`src/common/wtad_consts.svh`:
```
// constants of the wake-up timer and amplitude detector
`ifndef WTAD_CONSTS_SVH
`define WTAD_CONSTS_SVH
// register indices, byte address is four times the index
`define WTAD_IDX_AUX 8'h30
`define WTAD_IDX_WAKE 8'h31
`define WTAD_IDX_AMPCFG 8'h32
`define WTAD_IDX_AMPREF 8'h33
`define WTAD_IDX_AVG 8'h34
`define WTAD_IDX_RESULT 8'h35
`define WTAD_IDX_CMD 8'h3E
`define WTAD_BYTE_RESET 8'h00
// wake-up control fields
`define WTAD_WU_RANGE 7
`define WTAD_WU_CODE_HI 6
`define WTAD_WU_CODE_LO 4
`define WTAD_WU_IRQ 3
`define WTAD_WU_AMP 2
`define WTAD_WU_PHASE 1
`define WTAD_WU_CAP 0
// amplitude configuration fields
`define WTAD_AM_THR_HI 7
`define WTAD_AM_THR_LO 4
`define WTAD_AM_INCL 3
`define WTAD_AM_WSEL_HI 2
`define WTAD_AM_WSEL_LO 1
`define WTAD_AM_SRC 0
// command register: bit that runs set-default
`define WTAD_CMD_SETDEF 0
// weight 4 is a shift of two
`define WTAD_WEIGHT_SHIFT_BASE 4'h2
// bus answers
`define WTAD_RESP_OKAY 2'b00
`define WTAD_RESP_SLVERR 2'b10
// timing
`define WTAD_CLK_PERIOD_NS 8
`define WTAD_NS_PER_MS 1000000
`define WTAD_FINE_STEP_MS 10
`define WTAD_COARSE_STEP_MS 100
`endif

```
`src/common/wtad_pkg.sv`:
```
// types of the wake-up timer and amplitude detector
package wtad_pkg;
	typedef logic [7:0] wtad_byte_t;
	typedef enum logic [1:0] {
		WTAD_IDLE = 2'b00,
		WTAD_MEAS = 2'b01
	} wtad_state_e;
endpackage

```
`src/rtl/wtad_top.sv`:
```
// wake-up timer with amplitude detection behind an axi4-lite slave
// Contract
// - range bit: clear 100 ms, set 10 ms
// - timeout is code plus one steps
// - irq-every-timeout bit raises interrupt each timeout
// - amplitude measure at timeout, interrupt beyond threshold
// - phase measure at timeout, interrupt beyond threshold
// - capacitance measure at timeout, interrupt beyond threshold
// - upper nibble sets amplitude delta threshold
// - include bit decides if triggering result averages
// - weight select: 4, 8, 16, 32
// - source bit: fixed reference or running average
// - average readable, zero after reset or default
// - last result readable, zero after reset/default
// - aux bits 7..4: channel, field, tx, crystal
// - aux bit 3 receiver enabled, 2 receiving
// - aux bit 1 peer detect, 0 collision avoid
// - control and config clear at reset/default
// - aux status zero after reset/default
//
// Added by the designer: register access over AXI4-Lite.
`timescale 1ns/1ps
`default_nettype none
`include "wtad_consts.svh"
module wtad_top
	import wtad_pkg::*;
#(
	parameter int ADDR_W = 12,
	parameter int CNT_W = 24,
	parameter int FINE_STEP_CYC = `WTAD_FINE_STEP_MS * `WTAD_NS_PER_MS / `WTAD_CLK_PERIOD_NS,
	parameter int COARSE_STEP_CYC = `WTAD_COARSE_STEP_MS * `WTAD_NS_PER_MS / `WTAD_CLK_PERIOD_NS
) (
	input wire logic aclk,
	input wire logic aresetn,
	input wire logic ce,
	input wire logic [ADDR_W-1:0] s_axi_awaddr,
	input wire logic s_axi_awvalid,
	output logic s_axi_awready,
	input wire logic [31:0] s_axi_wdata,
	input wire logic [3:0] s_axi_wstrb,
	input wire logic s_axi_wvalid,
	output logic s_axi_wready,
	output logic [1:0] s_axi_bresp,
	output logic s_axi_bvalid,
	input wire logic s_axi_bready,
	input wire logic [ADDR_W-1:0] s_axi_araddr,
	input wire logic s_axi_arvalid,
	output logic s_axi_arready,
	output logic [31:0] s_axi_rdata,
	output logic [1:0] s_axi_rresp,
	output logic s_axi_rvalid,
	input wire logic s_axi_rready,
	input wire logic wakeup_enable,
	input wire logic amp_done,
	input wire logic [7:0] amp_result,
	input wire logic phase_done,
	input wire logic phase_exceeded,
	input wire logic cap_done,
	input wire logic cap_exceeded,
	input wire logic demod_pm_selected,
	input wire logic external_field_present,
	input wire logic transmitter_active,
	input wire logic crystal_stable,
	input wire logic receiver_enabled,
	input wire logic receiver_busy,
	input wire logic peer_detect_active,
	input wire logic collision_avoid_detect,
	output logic amp_meas_start,
	output logic phase_meas_start,
	output logic cap_meas_start,
	output logic irq_timeout,
	output logic irq_amplitude,
	output logic irq_phase,
	output logic irq_cap
);

	// word index of a byte address, all ones when unaligned or out of range
	function automatic logic [7:0] wtad_index(input logic [ADDR_W-1:0] addr);
		logic [ADDR_W-1:0] idx;
		idx = addr >> 2;
		if (addr[1:0] != 2'b00 || idx > ADDR_W'(8'hFF)) begin
			return 8'hFF;
		end
		return idx[7:0];
	endfunction

	// absolute difference of two bytes
	function automatic wtad_byte_t wtad_absdiff(input wtad_byte_t a, input wtad_byte_t b);
		return (a > b) ? (a - b) : (b - a);
	endfunction

	// average plus difference over weight, cut to eight bits
	function automatic wtad_byte_t wtad_avg_update(input wtad_byte_t avg, input wtad_byte_t res,
		input logic [1:0] wsel);
		logic signed [9:0] diff;
		logic signed [9:0] step;
		logic [3:0] sh;
		diff = $signed({2'b00, res}) - $signed({2'b00, avg});
		sh = `WTAD_WEIGHT_SHIFT_BASE + {2'b00, wsel};
		step = diff >>> sh;
		return avg + step[7:0];
	endfunction

	wtad_byte_t aux_reg, wake_reg, ampcfg_reg, ampref_reg, avg_reg, result_reg;
	wtad_state_e state_reg;
	logic aw_have_reg, w_have_reg;
	logic [ADDR_W-1:0] awaddr_reg;
	logic [7:0] wdata_reg;
	logic wstrb0_reg;
	logic [CNT_W-1:0] base_cnt_reg;
	logic [2:0] step_cnt_reg;
	logic wr_fire, wr_ok, set_default, wake_write, timer_run, base_last, timer_expire;
	logic [7:0] wr_idx, rd_idx;
	logic [CNT_W-1:0] step_cyc;
	wtad_byte_t ref_sel, amp_diff;
	logic amp_take, amp_over;

	// write decode and side effects
	assign wr_fire = ce && aw_have_reg && w_have_reg && !s_axi_bvalid;
	assign wr_idx = wtad_index(awaddr_reg);
	assign wr_ok = wr_idx == `WTAD_IDX_WAKE || wr_idx == `WTAD_IDX_AMPCFG ||
		wr_idx == `WTAD_IDX_AMPREF || wr_idx == `WTAD_IDX_CMD;
	assign set_default = wr_fire && wstrb0_reg && wr_idx == `WTAD_IDX_CMD &&
		wdata_reg[`WTAD_CMD_SETDEF];
	assign wake_write = wr_fire && wstrb0_reg && wr_idx == `WTAD_IDX_WAKE;

	// write channels, taken in either order
	always_ff @(posedge aclk) begin
		if (!aresetn) begin
			s_axi_awready <= 1'b1;
			s_axi_wready <= 1'b1;
			aw_have_reg <= 1'b0;
			w_have_reg <= 1'b0;
			awaddr_reg <= '0;
			wdata_reg <= `WTAD_BYTE_RESET;
			wstrb0_reg <= 1'b0;
			s_axi_bvalid <= 1'b0;
			s_axi_bresp <= `WTAD_RESP_OKAY;
		end else if (ce) begin
			if (s_axi_awvalid && s_axi_awready) begin
				awaddr_reg <= s_axi_awaddr;
				aw_have_reg <= 1'b1;
				s_axi_awready <= 1'b0;
			end
			if (s_axi_wvalid && s_axi_wready) begin
				wdata_reg <= s_axi_wdata[7:0];
				wstrb0_reg <= s_axi_wstrb[0];
				w_have_reg <= 1'b1;
				s_axi_wready <= 1'b0;
			end
			if (wr_fire) begin
				s_axi_bvalid <= 1'b1;
				s_axi_bresp <= wr_ok ? `WTAD_RESP_OKAY : `WTAD_RESP_SLVERR;
			end
			if (s_axi_bvalid && s_axi_bready) begin
				s_axi_bvalid <= 1'b0;
				aw_have_reg <= 1'b0;
				w_have_reg <= 1'b0;
				s_axi_awready <= 1'b1;
				s_axi_wready <= 1'b1;
			end
		end
	end

	// read channel, answer registered on the edge that takes the address
	assign rd_idx = wtad_index(s_axi_araddr);
	always_ff @(posedge aclk) begin
		if (!aresetn) begin
			s_axi_arready <= 1'b1;
			s_axi_rvalid <= 1'b0;
			s_axi_rdata <= '0;
			s_axi_rresp <= `WTAD_RESP_OKAY;
		end else if (ce) begin
			if (s_axi_arvalid && s_axi_arready) begin
				s_axi_arready <= 1'b0;
				s_axi_rvalid <= 1'b1;
				s_axi_rresp <= `WTAD_RESP_OKAY;
				s_axi_rdata <= '0;
				unique case (rd_idx)
					`WTAD_IDX_AUX: s_axi_rdata[7:0] <= aux_reg;
					`WTAD_IDX_WAKE: s_axi_rdata[7:0] <= wake_reg;
					`WTAD_IDX_AMPCFG: s_axi_rdata[7:0] <= ampcfg_reg;
					`WTAD_IDX_AMPREF: s_axi_rdata[7:0] <= ampref_reg;
					`WTAD_IDX_AVG: s_axi_rdata[7:0] <= avg_reg;
					`WTAD_IDX_RESULT: s_axi_rdata[7:0] <= result_reg;
					`WTAD_IDX_CMD: s_axi_rdata[7:0] <= `WTAD_BYTE_RESET;
					default: s_axi_rresp <= `WTAD_RESP_SLVERR;
				endcase
			end else if (s_axi_rvalid && s_axi_rready) begin
				s_axi_rvalid <= 1'b0;
				s_axi_arready <= 1'b1;
			end
		end
	end

	// software registers, cleared by the set-default command
	always_ff @(posedge aclk) begin
		if (!aresetn) begin
			wake_reg <= `WTAD_BYTE_RESET;
			ampcfg_reg <= `WTAD_BYTE_RESET;
			ampref_reg <= `WTAD_BYTE_RESET;
		end else if (ce) begin
			if (set_default) begin
				wake_reg <= `WTAD_BYTE_RESET;
				ampcfg_reg <= `WTAD_BYTE_RESET;
				ampref_reg <= `WTAD_BYTE_RESET;
			end else if (wr_fire && wstrb0_reg) begin
				if (wr_idx == `WTAD_IDX_WAKE) begin
					wake_reg <= wdata_reg;
				end
				if (wr_idx == `WTAD_IDX_AMPCFG) begin
					ampcfg_reg <= wdata_reg;
				end
				if (wr_idx == `WTAD_IDX_AMPREF) begin
					ampref_reg <= wdata_reg;
				end
			end
		end
	end

	// auxiliary status follows the device states, zero on set-default
	always_ff @(posedge aclk) begin
		if (!aresetn) begin
			aux_reg <= `WTAD_BYTE_RESET;
		end else if (ce) begin
			if (set_default) begin
				aux_reg <= `WTAD_BYTE_RESET;
			end else begin
				aux_reg <= {demod_pm_selected, external_field_present, transmitter_active,
					crystal_stable, receiver_enabled, receiver_busy, peer_detect_active,
					collision_avoid_detect};
			end
		end
	end

	// wake-up timer, restarted by a control write
	assign step_cyc = wake_reg[`WTAD_WU_RANGE] ? CNT_W'(FINE_STEP_CYC) :
		CNT_W'(COARSE_STEP_CYC);
	assign timer_run = wakeup_enable && !wake_write && !set_default;
	assign base_last = base_cnt_reg >= step_cyc - CNT_W'(1);
	assign timer_expire = ce && timer_run && base_last &&
		step_cnt_reg >= wake_reg[`WTAD_WU_CODE_HI:`WTAD_WU_CODE_LO];
	always_ff @(posedge aclk) begin
		if (!aresetn) begin
			base_cnt_reg <= '0;
			step_cnt_reg <= '0;
		end else if (ce) begin
			if (!timer_run || timer_expire) begin
				base_cnt_reg <= '0;
				step_cnt_reg <= '0;
			end else if (base_last) begin
				base_cnt_reg <= '0;
				step_cnt_reg <= step_cnt_reg + 3'd1;
			end else begin
				base_cnt_reg <= base_cnt_reg + CNT_W'(1);
			end
		end
	end

	// timeout interrupt and measurement starts, one-cycle pulses
	always_ff @(posedge aclk) begin
		if (!aresetn) begin
			irq_timeout <= 1'b0;
			amp_meas_start <= 1'b0;
			phase_meas_start <= 1'b0;
			cap_meas_start <= 1'b0;
			irq_phase <= 1'b0;
			irq_cap <= 1'b0;
		end else if (ce) begin
			irq_timeout <= timer_expire && wake_reg[`WTAD_WU_IRQ];
			amp_meas_start <= timer_expire && wake_reg[`WTAD_WU_AMP] &&
				state_reg == WTAD_IDLE;
			phase_meas_start <= timer_expire && wake_reg[`WTAD_WU_PHASE];
			cap_meas_start <= timer_expire && wake_reg[`WTAD_WU_CAP];
			irq_phase <= phase_done && phase_exceeded && wake_reg[`WTAD_WU_PHASE];
			irq_cap <= cap_done && cap_exceeded && wake_reg[`WTAD_WU_CAP];
		end
	end

	// amplitude comparison against the selected reference
	assign ref_sel = ampcfg_reg[`WTAD_AM_SRC] ? avg_reg : ampref_reg;
	assign amp_diff = wtad_absdiff(amp_result, ref_sel);
	assign amp_over = amp_diff > {4'h0, ampcfg_reg[`WTAD_AM_THR_HI:`WTAD_AM_THR_LO]};
	assign amp_take = ce && state_reg == WTAD_MEAS && amp_done && !set_default;

	// amplitude measurement sequence, result and average
	always_ff @(posedge aclk) begin
		if (!aresetn) begin
			state_reg <= WTAD_IDLE;
			avg_reg <= `WTAD_BYTE_RESET;
			result_reg <= `WTAD_BYTE_RESET;
			irq_amplitude <= 1'b0;
		end else if (ce) begin
			irq_amplitude <= amp_take && amp_over && wake_reg[`WTAD_WU_AMP];
			if (set_default) begin
				state_reg <= WTAD_IDLE;
				avg_reg <= `WTAD_BYTE_RESET;
				result_reg <= `WTAD_BYTE_RESET;
			end else begin
				unique case (state_reg)
					WTAD_IDLE: begin
						if (timer_expire && wake_reg[`WTAD_WU_AMP]) begin
							state_reg <= WTAD_MEAS;
						end
					end
					WTAD_MEAS: begin
						if (amp_take) begin
							state_reg <= WTAD_IDLE;
							result_reg <= amp_result;
							if (!amp_over || ampcfg_reg[`WTAD_AM_INCL]) begin
								avg_reg <= wtad_avg_update(avg_reg, amp_result,
									ampcfg_reg[`WTAD_AM_WSEL_HI:`WTAD_AM_WSEL_LO]);
							end
						end
					end
				endcase
			end
		end
	end

	// cycles since the timer last restarted, for checking only
	logic [31:0] gap_reg;
	always_ff @(posedge aclk) begin
		if (!aresetn) begin
			gap_reg <= '0;
		end else if (ce) begin
			gap_reg <= (!timer_run || timer_expire) ? 32'h0000_0000 : gap_reg + 32'h0000_0001;
		end
	end
endmodule
`default_nettype wire

```
`config.mk`:
```
export PLATFORM = sky130hd
export DESIGN_NAME = wtad_top
export DESIGN_NICKNAME = d
export VERILOG_FILES = /design/src/common/wtad_pkg.sv /design/src/rtl/wtad_top.sv
export VERILOG_INCLUDE_DIRS = /design/src /design/src/common
export SDC_FILE = /design/constraint.sdc
export NUM_CORES = 1
export LEC_CHECK = 0
export BUFFER_PORTS_ARGS = -buffer_cell sky130_fd_sc_hd__buf_2
export CORE_MARGIN = 2
export CORE_UTILIZATION = 47
export CTS_BUF_LIST = sky130_fd_sc_hd__clkbuf_16
export DETAILED_ROUTE_END_ITERATION = 6
export MAX_ROUTING_LAYER = met4
export PLACE_DENSITY = 0.71
export REMOVE_ABC_BUFFERS = 1
export SLEW_MARGIN = 20
export SYNTH_ARGS = -nofsm -noshare
export SYNTH_HDL_FRONTEND = slang
export SYNTH_SLANG_ARGS = --single-unit
```
`constraint.sdc`:
```
create_clock -name aclk -period 5.6 [get_ports aclk]
set_clock_uncertainty 0.15 [all_clocks]
set_input_delay 0.84 -clock aclk [delete_from_list [all_inputs] [get_ports aclk]]
set_output_delay 0.84 -clock aclk [all_outputs]
set_load 0.01 [all_outputs]
```
==> flow_metrics.py, run 1 <==
metrics = {
    "power_and_ir_drop": {
        "clkPwrFrac": 0.477,
        "cellInternalPower_mw": 1.60,
        "sw_frac_of_total": 0.244,
        "ir_worst_vdd_mv": 0.241,
        "p_leak_nw": 3.49,
        "power_frac_comb": 0.101,
        "p_switching_mw": 0.517,
        "power_frac_seq": 0.422,
        "power_mw": 2.12,
        "p_per_area_nw_per_um2": 260,
    },
    "worst_setup_path": {
        "worst_ep_arrival_time_ps": 4860,
        "path_cells": "mux2i_1 -> inv_1 -> ha_1 -> nand4_1 -> or2_1 -> o21ai_4 -> mux2_2 -> ha_1 -> a21oi_1 -> o21ai_0 -> a21boi_0 -> mux2_2 -> a41oi_2 -> a21o_1 -> mux2i_1",
        "required_ps": 5780,
        "cp_slowest_cell": "dfxtp_1",
        "worst-path-max-fanout": 10,
        "slowest_delay_ps": 660,
        "end_kind": "flip-flop",
        "critPathLaunchType": "flip-flop",
        "criticalPathCategory": "flip-flop to flip-flop",
        "r2r_cells": 15,
    },
    "drt": {
        "drt_iter0_drc": 434,
        "drc": 0,
        "totalWireLength_mm": 17.6,
        "topRoutingLayerUsed": "met4",
        "routedWlPerCell_um": 15.3,
        "wl_met2_mm": 7.91,
        "wl_met1_mm": 8.57,
        "vias": 6245,
        "vias_per_cell": 5.40,
        "antenna_left": 0,
        "routed-wl-met3_um": 929,
        "drtPass1Iterations": 5,
    },
    "die": {
        "io_pins": 138,
        "die-height_um": 128,
        "core_um2": 15100,
        "die_width_um": 128,
        "dieArea_um2": 16300,
        "initial_core_util": 0.478,
        "rows": 45,
    },
    "timing": {
        "clock.fmax_ghz": 0.214,
        "rsz0062_at_grt": "no",
        "slew_headroom": 0.441,
        "whs_ps": 305,
        "setup_viol": 0,
        "period_minus_slack_ps": 4670,
        "fin_ws_ps": 928,
        "final-max-slew-violation-count": 0,
        "tightest_slew_ps": 836,
        "fin_tns_setup_ps": 0,
        "period_share": 0.834,
        "hold_viol": 0,
    },
    "grt": {
        "grt_pass1_vias": 5770,
        "antenna_found_initial": 0,
        "grt_overflow": 0,
        "grtUsageTotal": 0.227,
        "grt_pass1_wl_mm": 28.9,
        "grt_max_degree": 38,
    },
    "cts": {
        "cts_root_buffer": "clkbuf_16",
        "cts.repair.resized": 0,
        "post_cts_buffers": 0,
        "clock_latency_ps": 410,
        "clockBufferDepth": 2,
        "clkTransAtPathRegs_ps": 50,
        "htreeDepth": 4,
        "cts_buffers": 17,
        "hold_buffers": 0,
        "cts_tree": "yes",
        "cts.sinks": 121,
    },
    "hold_path": {
        "hp-class": "flip-flop to flip-flop",
        "hold-path-cell-count": 2,
    },
    "logic_synthesis": {
        "synth_top_cell_area_share": 0.336,
        "synth_area_um2": 7210,
        "yosys_warnings": 0,
        "synth_area_leader_cell": "dfxtp_1",
        "ys_seq_elements": 121,
        "postSynthCellCount": 889,
        "synth.distinct_cells": 71,
        "netlist_top_cells_area": "dfxtp_1 34%, ha_1 8.9%, nand2_1 7.1%",
        "synth_sequential_area_ratio": 0.336,
        "synthFlopType": "dfxtp_1",
        "synth.avg_cell_area_um2": 8.11,
        "synthArstFlopShare": 0,
        "synth_edf_count": 0,
    },
    "finish": {
        "layout_common_cells": "137 x nand2_1, 121 x dfxtp_1, 103 x nor2_1",
        "antenna_cells": 0,
        "nets": 1100,
        "final_common_cell": "nand2_1",
        "largest_reg_flops": 24,
        "area_growth_pct": 13.2,
        "fin_cells": 1156,
        "n_fill_cell": 1421,
        "drive_gt1_frac": 0.136,
    },
    "place": {
        "dp_hpwl_mm": 13.0,
        "portBuffers": 84,
        "gp_congestion": 0.889,
        "dpl_worst_slack_ps": 687,
        "dp.cells": 1125,
    },
    "status": {
        "outcome": "finished, final reports clean",
    },
    "job": {
        "drv_cap": 0,
    },
}
==> routing by layer <==
layer / vias up / track usage
li1: 3181 / -
met3: 20 / 0.0459
met1: 2861 / 0.306
met4: 0 / 0.0601
met5: - / -
met2: 183 / 0.349
==> synthesized netlist by cell type (all sizes together) (7+ instances only) <==
cell type / n
nand2: 138
a21oi: 71
xor2: 18
inv: 40
mux2i: 44
nand4: 16
dfxtp: 121
o2111ai: 7
xnor2: 21
o21ai: 36
a22oi: 16
clkbuf: 30
nand3: 29
buf: 34
ha: 51
nor2: 103
a31oi: 7
a21o: 16
and3: 9
==> critical path, delay by kind of cell (launching register included) <==
kind            cells  cell delay, ps
mux                 4            1270
compound gates      6            1150
fa+ha+maj           2             740
flops               1             660
simple gates        2             540
buf+inv             1              80
==> final timing paths <==
path / from / endpoint / slack [ps]
setup / recovery: ampcfg_reg[0] / avg_reg[3] / 930
hold / removal: awaddr_reg[1] / awaddr_reg[1] / 310
setup reg to reg: ampcfg_reg[0] / avg_reg[3] / 930
hold reg to reg: awaddr_reg[1] / awaddr_reg[1] / 310
==> metrics by stage <==
stage	utilization	instance area, µm²
after floorplan	-	6940
after global placement	0.505	7610
after detailed placement	0.505	7610
after CTS	0.540	8160
after global routing	0.540	8160
final	0.540	8160
==> logic make-up (layout without fill, tap and decap cells) <==
group	Yosys count	after routing	share of synthesized area
buf+inv	105	159	0.0720
fa+ha+maj	54	54	0.0969
xor+xnor	39	39	0.0474
mux	49	49	0.0689
simple gates	334	334	0.213
other cells	1	26	0.000520
compound gates	186	186	0.165
flops	121	121	0.336
==> power groups by stage <==
stage / clock (mW) / combinational, mW / sequential (mW)
global placement: 0 / 0.209 / 0.912
detailed placement: 0 / 0.212 / 0.913
finish: 1.01 / 0.213 / 0.895
floorplan: 0 / 0.133 / 0.912
global route: 1.06 / 0.240 / 0.897
CTS: 1.02 / 0.213 / 0.895
==> cell type report <==
| cell class | count | area, µm² | share of cell area |
|---|---|---|---|
| clock buffers | 17 | 425 | 0.0522 |
| clock inverters | 14 | 116 | 0.0143 |
| inverters | 41 | 154 | 0.0189 |
| multi-input cells | 688 | 4360 | 0.535 |
| flip-flops and latches | 121 | 2420 | 0.297 |
| well taps | 188 | 235 | 0.0288 |
| repair buffers | 87 | 443 | 0.0543 |
No activity file was read; power rests on OpenSTA's default activity.
==> run 2: changes to the inputs <==
==> constraint.sdc (replaced) <==
create_clock -name aclk -period 4.5 [get_ports aclk]
set_clock_uncertainty 0.15 [all_clocks]
set_input_delay 0.675 -clock aclk [delete_from_list [all_inputs] [get_ports aclk]]
set_output_delay 0.675 -clock aclk [all_outputs]
set_load 0.01 [all_outputs]
==> run 2 against run 1 <==
Flip-flop and latch count unchanged; critical path depth unchanged; wire length increased by 2.1%; critical path type unchanged; largest cell class unchanged; largest power group unchanged.
==> flow_metrics.py, run 2 (synthesized netlist as in run 1, its figures left out) <==
metrics = {
    "finish": {
        "fin_area_um2": 8400,
        "area_growth_pct": 16.6,
        "largest_reg_flops": 24,
        "final_common_cell": "nand2_1",
        "nets": 1116,
        "drive_gt1_frac": 0.161,
        "antenna_cells": 0,
        "layout_common_cells": "137 x nand2_1, 119 x dfxtp_1, 103 x nor2_1",
        "fin_util": 0.557,
    },
    "place": {
        "dp_hpwl_mm": 13.1,
        "dpl_worst_slack_ps": -100,
        "portBuffers": 84,
        "place_area_um2": 7730,
        "gp_congestion": 0.907,
    },
    "timing": {
        "period_minus_slack_ps": 4140,
        "tightest_slew_ps": 972,
        "period_share": 0.919,
        "setup_viol": 0,
        "clock.fmax_ghz": 0.242,
        "final-max-slew-violation-count": 0,
        "fin_ws_ps": 363,
        "rsz0062_at_grt": "no",
        "whs_ps": 303,
        "hold_viol": 0,
        "slew_headroom": 0.351,
    },
    "grt": {
        "grt_max_degree": 56,
        "grt_pass1_wl_mm": 29.3,
        "grt_pass1_vias": 5903,
        "grt_overflow": 0,
        "antenna_found_initial": 0,
        "grtUsageTotal": 0.231,
    },
    "drt": {
        "antenna_left": 0,
        "totalWireLength_mm": 18.0,
        "routedWlPerCell_um": 15.4,
        "drtPass1Iterations": 7,
        "vias": 6384,
        "vias_per_cell": 5.44,
        "drt_iter0_drc": 413,
        "drc": 0,
    },
    "die": {
        "io_pins": 138,
        "dieArea_um2": 16300,
        "rows": 45,
        "initial_core_util": 0.478,
        "die_width_um": 128,
        "core_um2": 15100,
        "die-height_um": 128,
    },
    "power_and_ir_drop": {
        "power_mw": 2.87,
        "ir_worst_vdd_mv": 0.287,
        "p_per_area_nw_per_um2": 342,
        "p_leak_nw": 3.61,
    },
    "worst_setup_path": {
        "crit_buf_inv": 1,
        "critPathTopFamily": "multiplexers",
        "worst-path-max-fanout": 10,
        "critPathLaunchType": "flip-flop",
        "path_cells": "mux2i_1 -> inv_1 -> ha_1 -> nand4_1 -> or2_1 -> o21ai_4 -> mux2_2 -> ha_1 -> a21oi_1 -> o21ai_0 -> a21boi_0 -> mux2_2 -> a41oi_2 -> a21o_2 -> mux2i_1",
        "slowest_delay_ps": 450,
        "cp_slowest_cell": "dfxtp_4",
        "end_kind": "flip-flop",
        "worst_ep_arrival_time_ps": 4340,
        "criticalPathCategory": "flip-flop to flip-flop",
        "required_ps": 4700,
    },
    "cts": {
        "cts_buffers": 17,
        "cts_root_buffer": "clkbuf_16",
        "post_cts_buffers": 0,
        "clock_latency_ps": 420,
        "clkTransAtPathRegs_ps": 60,
        "cts_tree": "yes",
        "htreeDepth": 4,
        "hold_buffers": 0,
        "clockBufferDepth": 2,
        "cts.sinks": 121,
    },
    "hold_path": {
        "hp-class": "flip-flop to flip-flop",
    },
    "status": {
        "outcome": "finished, final reports clean",
    },
    "job": {
        "drv_cap": 0,
    },
}
run 2: cell type report:
cell class / count / area (µm²)
Sequential cell: 121 / 2430
Fill cell: 1414 / 6690
Tap cell: 188 / 235
Inverter: 41 / 154
Multi-Input combinational cell: 688 / 4380
Clock inverter: 15 / 221
Clock buffer: 17 / 425
Timing Repair Buffer: 103 / 563
run 2: power breakdown:
group | switching [mW] | internal (mW)
Sequential | 0.0179 | 1.09
Clock | 0.504 | 0.982
Combinational | 0.162 | 0.110
run 2: path summary, 6_finish.rpt:
path,start,endpoint,slack [ps],depth (start not counted)
worst max-delay path,ampcfg_reg[0],avg_reg[2],360,15
worst min-delay path,awaddr_reg[6],awaddr_reg[6],300,2
worst max register to register,ampcfg_reg[0],avg_reg[2],360,15
worst min register to register,awaddr_reg[6],awaddr_reg[6],300,2
run 2: tightest hold or removal path: stages, from the launching register on:
cell     delay, ps
dfxtp_1        310
nand2_1         50
a21oi_1         50
run 2: timing repair:
action,4_1_cts,5_1_grt
setup endpoints to repair,0,8
endpoints found under the hold margin,0,0
gates resized for setup,0,7
run 2: through the flow:
| stage | setup TNS, ps | std cells |
|---|---|---|
| final | 0 | 1173 |
| after global routing | 0 | 1173 |
| after CTS | 0 | 1173 |
| after detailed placement | -100 | 1141 |
| after global placement | -12.3 | 1141 |
| after floorplan | 0 | 850 |
run 2: metal layers:
layer | share of wire | wire length, µm | GRT usage
met1 | 0.48 | 8560 | 0.313
met2 | 0.46 | 8210 | 0.353
met3 | 0.055 | 982 | 0.0488
met4 | 0.015 | 267 | 0.0595
met5 | 0 | 0 | -
==> run 3: changes to the inputs <==
--- a/config.mk
+++ b/config.mk
@@ -11,6 +11,7 @@
 export CORE_UTILIZATION = 47
 export CTS_BUF_LIST = sky130_fd_sc_hd__clkbuf_16
 export DETAILED_ROUTE_END_ITERATION = 6
+export GPL_TIMING_DRIVEN = 0
 export MAX_ROUTING_LAYER = met4
 export PLACE_DENSITY = 0.71
 export REMOVE_ABC_BUFFERS = 1
==> run 3 against run 2 <==
Cell area down 2.2%; critical path type unchanged; highest routed layer unchanged; first-iteration DRC count up 1.2%; clock power decreased by 17%; non-clock buffer count shrank 15.
==> flow_metrics.py, run 3 (synthesized netlist as in run 1, its figures left out) <==
metrics = {
    "status": {
        "outcome": "finished, final reports clean",
    },
    "place": {
        "dp_hpwl_mm": 12.8,
        "dp.cells": 1123,
        "dpl_worst_slack_ps": -303,
        "place_area_um2": 7600,
        "gp_congestion": 0.899,
        "portBuffers": 84,
    },
    "worst_setup_path": {
        "worst-path-max-fanout": 5,
        "r2r_cells": 17,
        "end_kind": "flip-flop",
        "criticalPathCategory": "flip-flop to flip-flop",
        "critPathLaunchType": "flip-flop",
        "required_ps": 4670,
        "cp-startpoint": "avg_reg[1]",
        "r2r_slack_ps": 310,
        "reg2reg_from": "avg_reg[1]",
        "reg2reg_to": "avg_reg[7]",
        "worst_ep_arrival_time_ps": 4360,
    },
    "drt": {
        "drtPass1Iterations": 5,
        "routedWlPerCell_um": 15.2,
        "vias": 6277,
        "totalWireLength_mm": 17.6,
        "drc": 0,
        "antenna_left": 0,
        "drt_iter0_drc": 418,
        "vias_per_cell": 5.42,
    },
    "cts": {
        "clockBufferDepth": 2,
        "cts.sinks": 121,
        "cts_buffers": 17,
        "clock_latency_ps": 410,
        "htreeDepth": 4,
        "cts_root_buffer": "clkbuf_16",
        "cts_tree": "yes",
        "clkTransAtPathRegs_ps": 50,
    },
    "grt": {
        "grt_pass1_vias": 5799,
        "grt_pass1_wl_mm": 28.3,
        "grt_max_degree": 56,
        "grt_overflow": 0,
        "grtUsageTotal": 0.224,
        "antenna_found_initial": 0,
    },
    "finish": {
        "n_fill_cell": 1432,
        "area_growth_pct": 14.0,
        "final_common_cell": "nand2_1",
        "drive_gt1_frac": 0.154,
        "fin_cells": 1158,
        "fin_area_um2": 8210,
        "layout_common_cells": "137 x nand2_1, 120 x dfxtp_1, 103 x nor2_1",
        "nets": 1101,
        "antenna_cells": 0,
        "largest_reg_flops": 24,
    },
    "die": {
        "core_um2": 15100,
        "die-height_um": 128,
        "io_pins": 138,
        "rows": 45,
        "initial_core_util": 0.478,
        "die_width_um": 128,
        "dieArea_um2": 16300,
    },
    "power_and_ir_drop": {
        "p_leak_nw": 3.48,
        "p_switching_mw": 0.670,
        "power_frac_seq": 0.425,
        "power_mw": 2.62,
        "clkPwrFrac": 0.473,
        "ir_worst_vdd_mv": 0.286,
        "sw_frac_of_total": 0.256,
        "power_frac_comb": 0.102,
        "cellInternalPower_mw": 1.95,
        "p_per_area_nw_per_um2": 319,
    },
    "hold_path": {
        "worstHoldStart": "awaddr_reg[6]",
        "hold-path-cell-count": 2,
        "hp-class": "flip-flop to flip-flop",
        "hold_end": "awaddr_reg[6]",
    },
    "job": {
        "drv_cap": 0,
    },
    "timing": {
        "setup_viol": 0,
        "fin_ws_ps": 308,
        "tightest_slew_ps": 994,
        "period_minus_slack_ps": 4190,
        "slew_headroom": 0.336,
        "hold_viol": 0,
        "final-max-slew-violation-count": 0,
        "fin_tns_setup_ps": 0,
        "period_share": 0.932,
        "clock.fmax_ghz": 0.239,
    },
}
==> run 3: worst max path at each step <==
stage,to,cells past startpoint
2_1_floorplan,avg_reg[7],16
3_3_place_gp,avg_reg[7],17
3_5_place_dp,avg_reg[7],17
4_1_cts,avg_reg[2],15
5_1_grt,avg_reg[7],17
6_report,avg_reg[7],17
==> run 3: routing by layer <==
metal / vias up / track usage / wire length, µm
li1: 3168 / - / -
met1: 2898 / 0.307 / 8560
met2: 195 / 0.340 / 7910
met3: 16 / 0.0467 / 926
met4: 0 / 0.0524 / 220
met5: - / - / 0
==> run 3: repair_timing <==
action                     in CTS  in global routing
hold buffers                    0                  0
setup endpoints to repair       6                  8
pin swaps                       0                  1
setup buffers                   0                  3
resized for setup               2                 14
==> run 3: per-stage QoR <==
step                 util  hold slack, ps
global route        0.544             330
global placement    0.503             293
detailed placement  0.504             299
finish              0.544             304
CTS                 0.539             307
floorplan               -             283
==> run 3: critical path: stages (launching register included) <==
cell and delay (ps):
dfxtp_1 440, inv_1 130, ha_1 300, a21oi_2 210, o21bai_1 160, a21o_1 250, a211oi_1 310, o21ai_0 140
o211a_1 190, a21o_1 190, ha_1 200, a21o_1 160, a21oi_1 220, o21ai_0 190, o41ai_2 290, xnor2_1 180
xnor2_1 110, o32ai_1 280
==> run 3: power groups by stage <==
| stage | clock (mW) | sequential [mW] | combinational, mW |
|---|---|---|---|
| 6_report | 1.24 | 1.11 | 0.268 |
| 5_1_grt | 1.31 | 1.11 | 0.300 |
| 4_1_cts | 1.25 | 1.11 | 0.262 |
| 3_5_place_dp | 0 | 1.14 | 0.261 |
| 3_3_place_gp | 0 | 1.13 | 0.258 |
| 2_1_floorplan | 0 | 1.13 | 0.165 |
==> run 3: area by class of cell <==
| cell class | count | area [µm²] | area share |
|---|---|---|---|
| tap | 188 | 235 | 0.0286 |
| clock inverter | 15 | 111 | 0.0136 |
| sequential | 121 | 2430 | 0.295 |
| inverter | 41 | 154 | 0.0187 |
| clock buffer | 17 | 425 | 0.0518 |
| multi-input combinational | 688 | 4410 | 0.537 |
| timing repair buffer | 88 | 450 | 0.0548 |
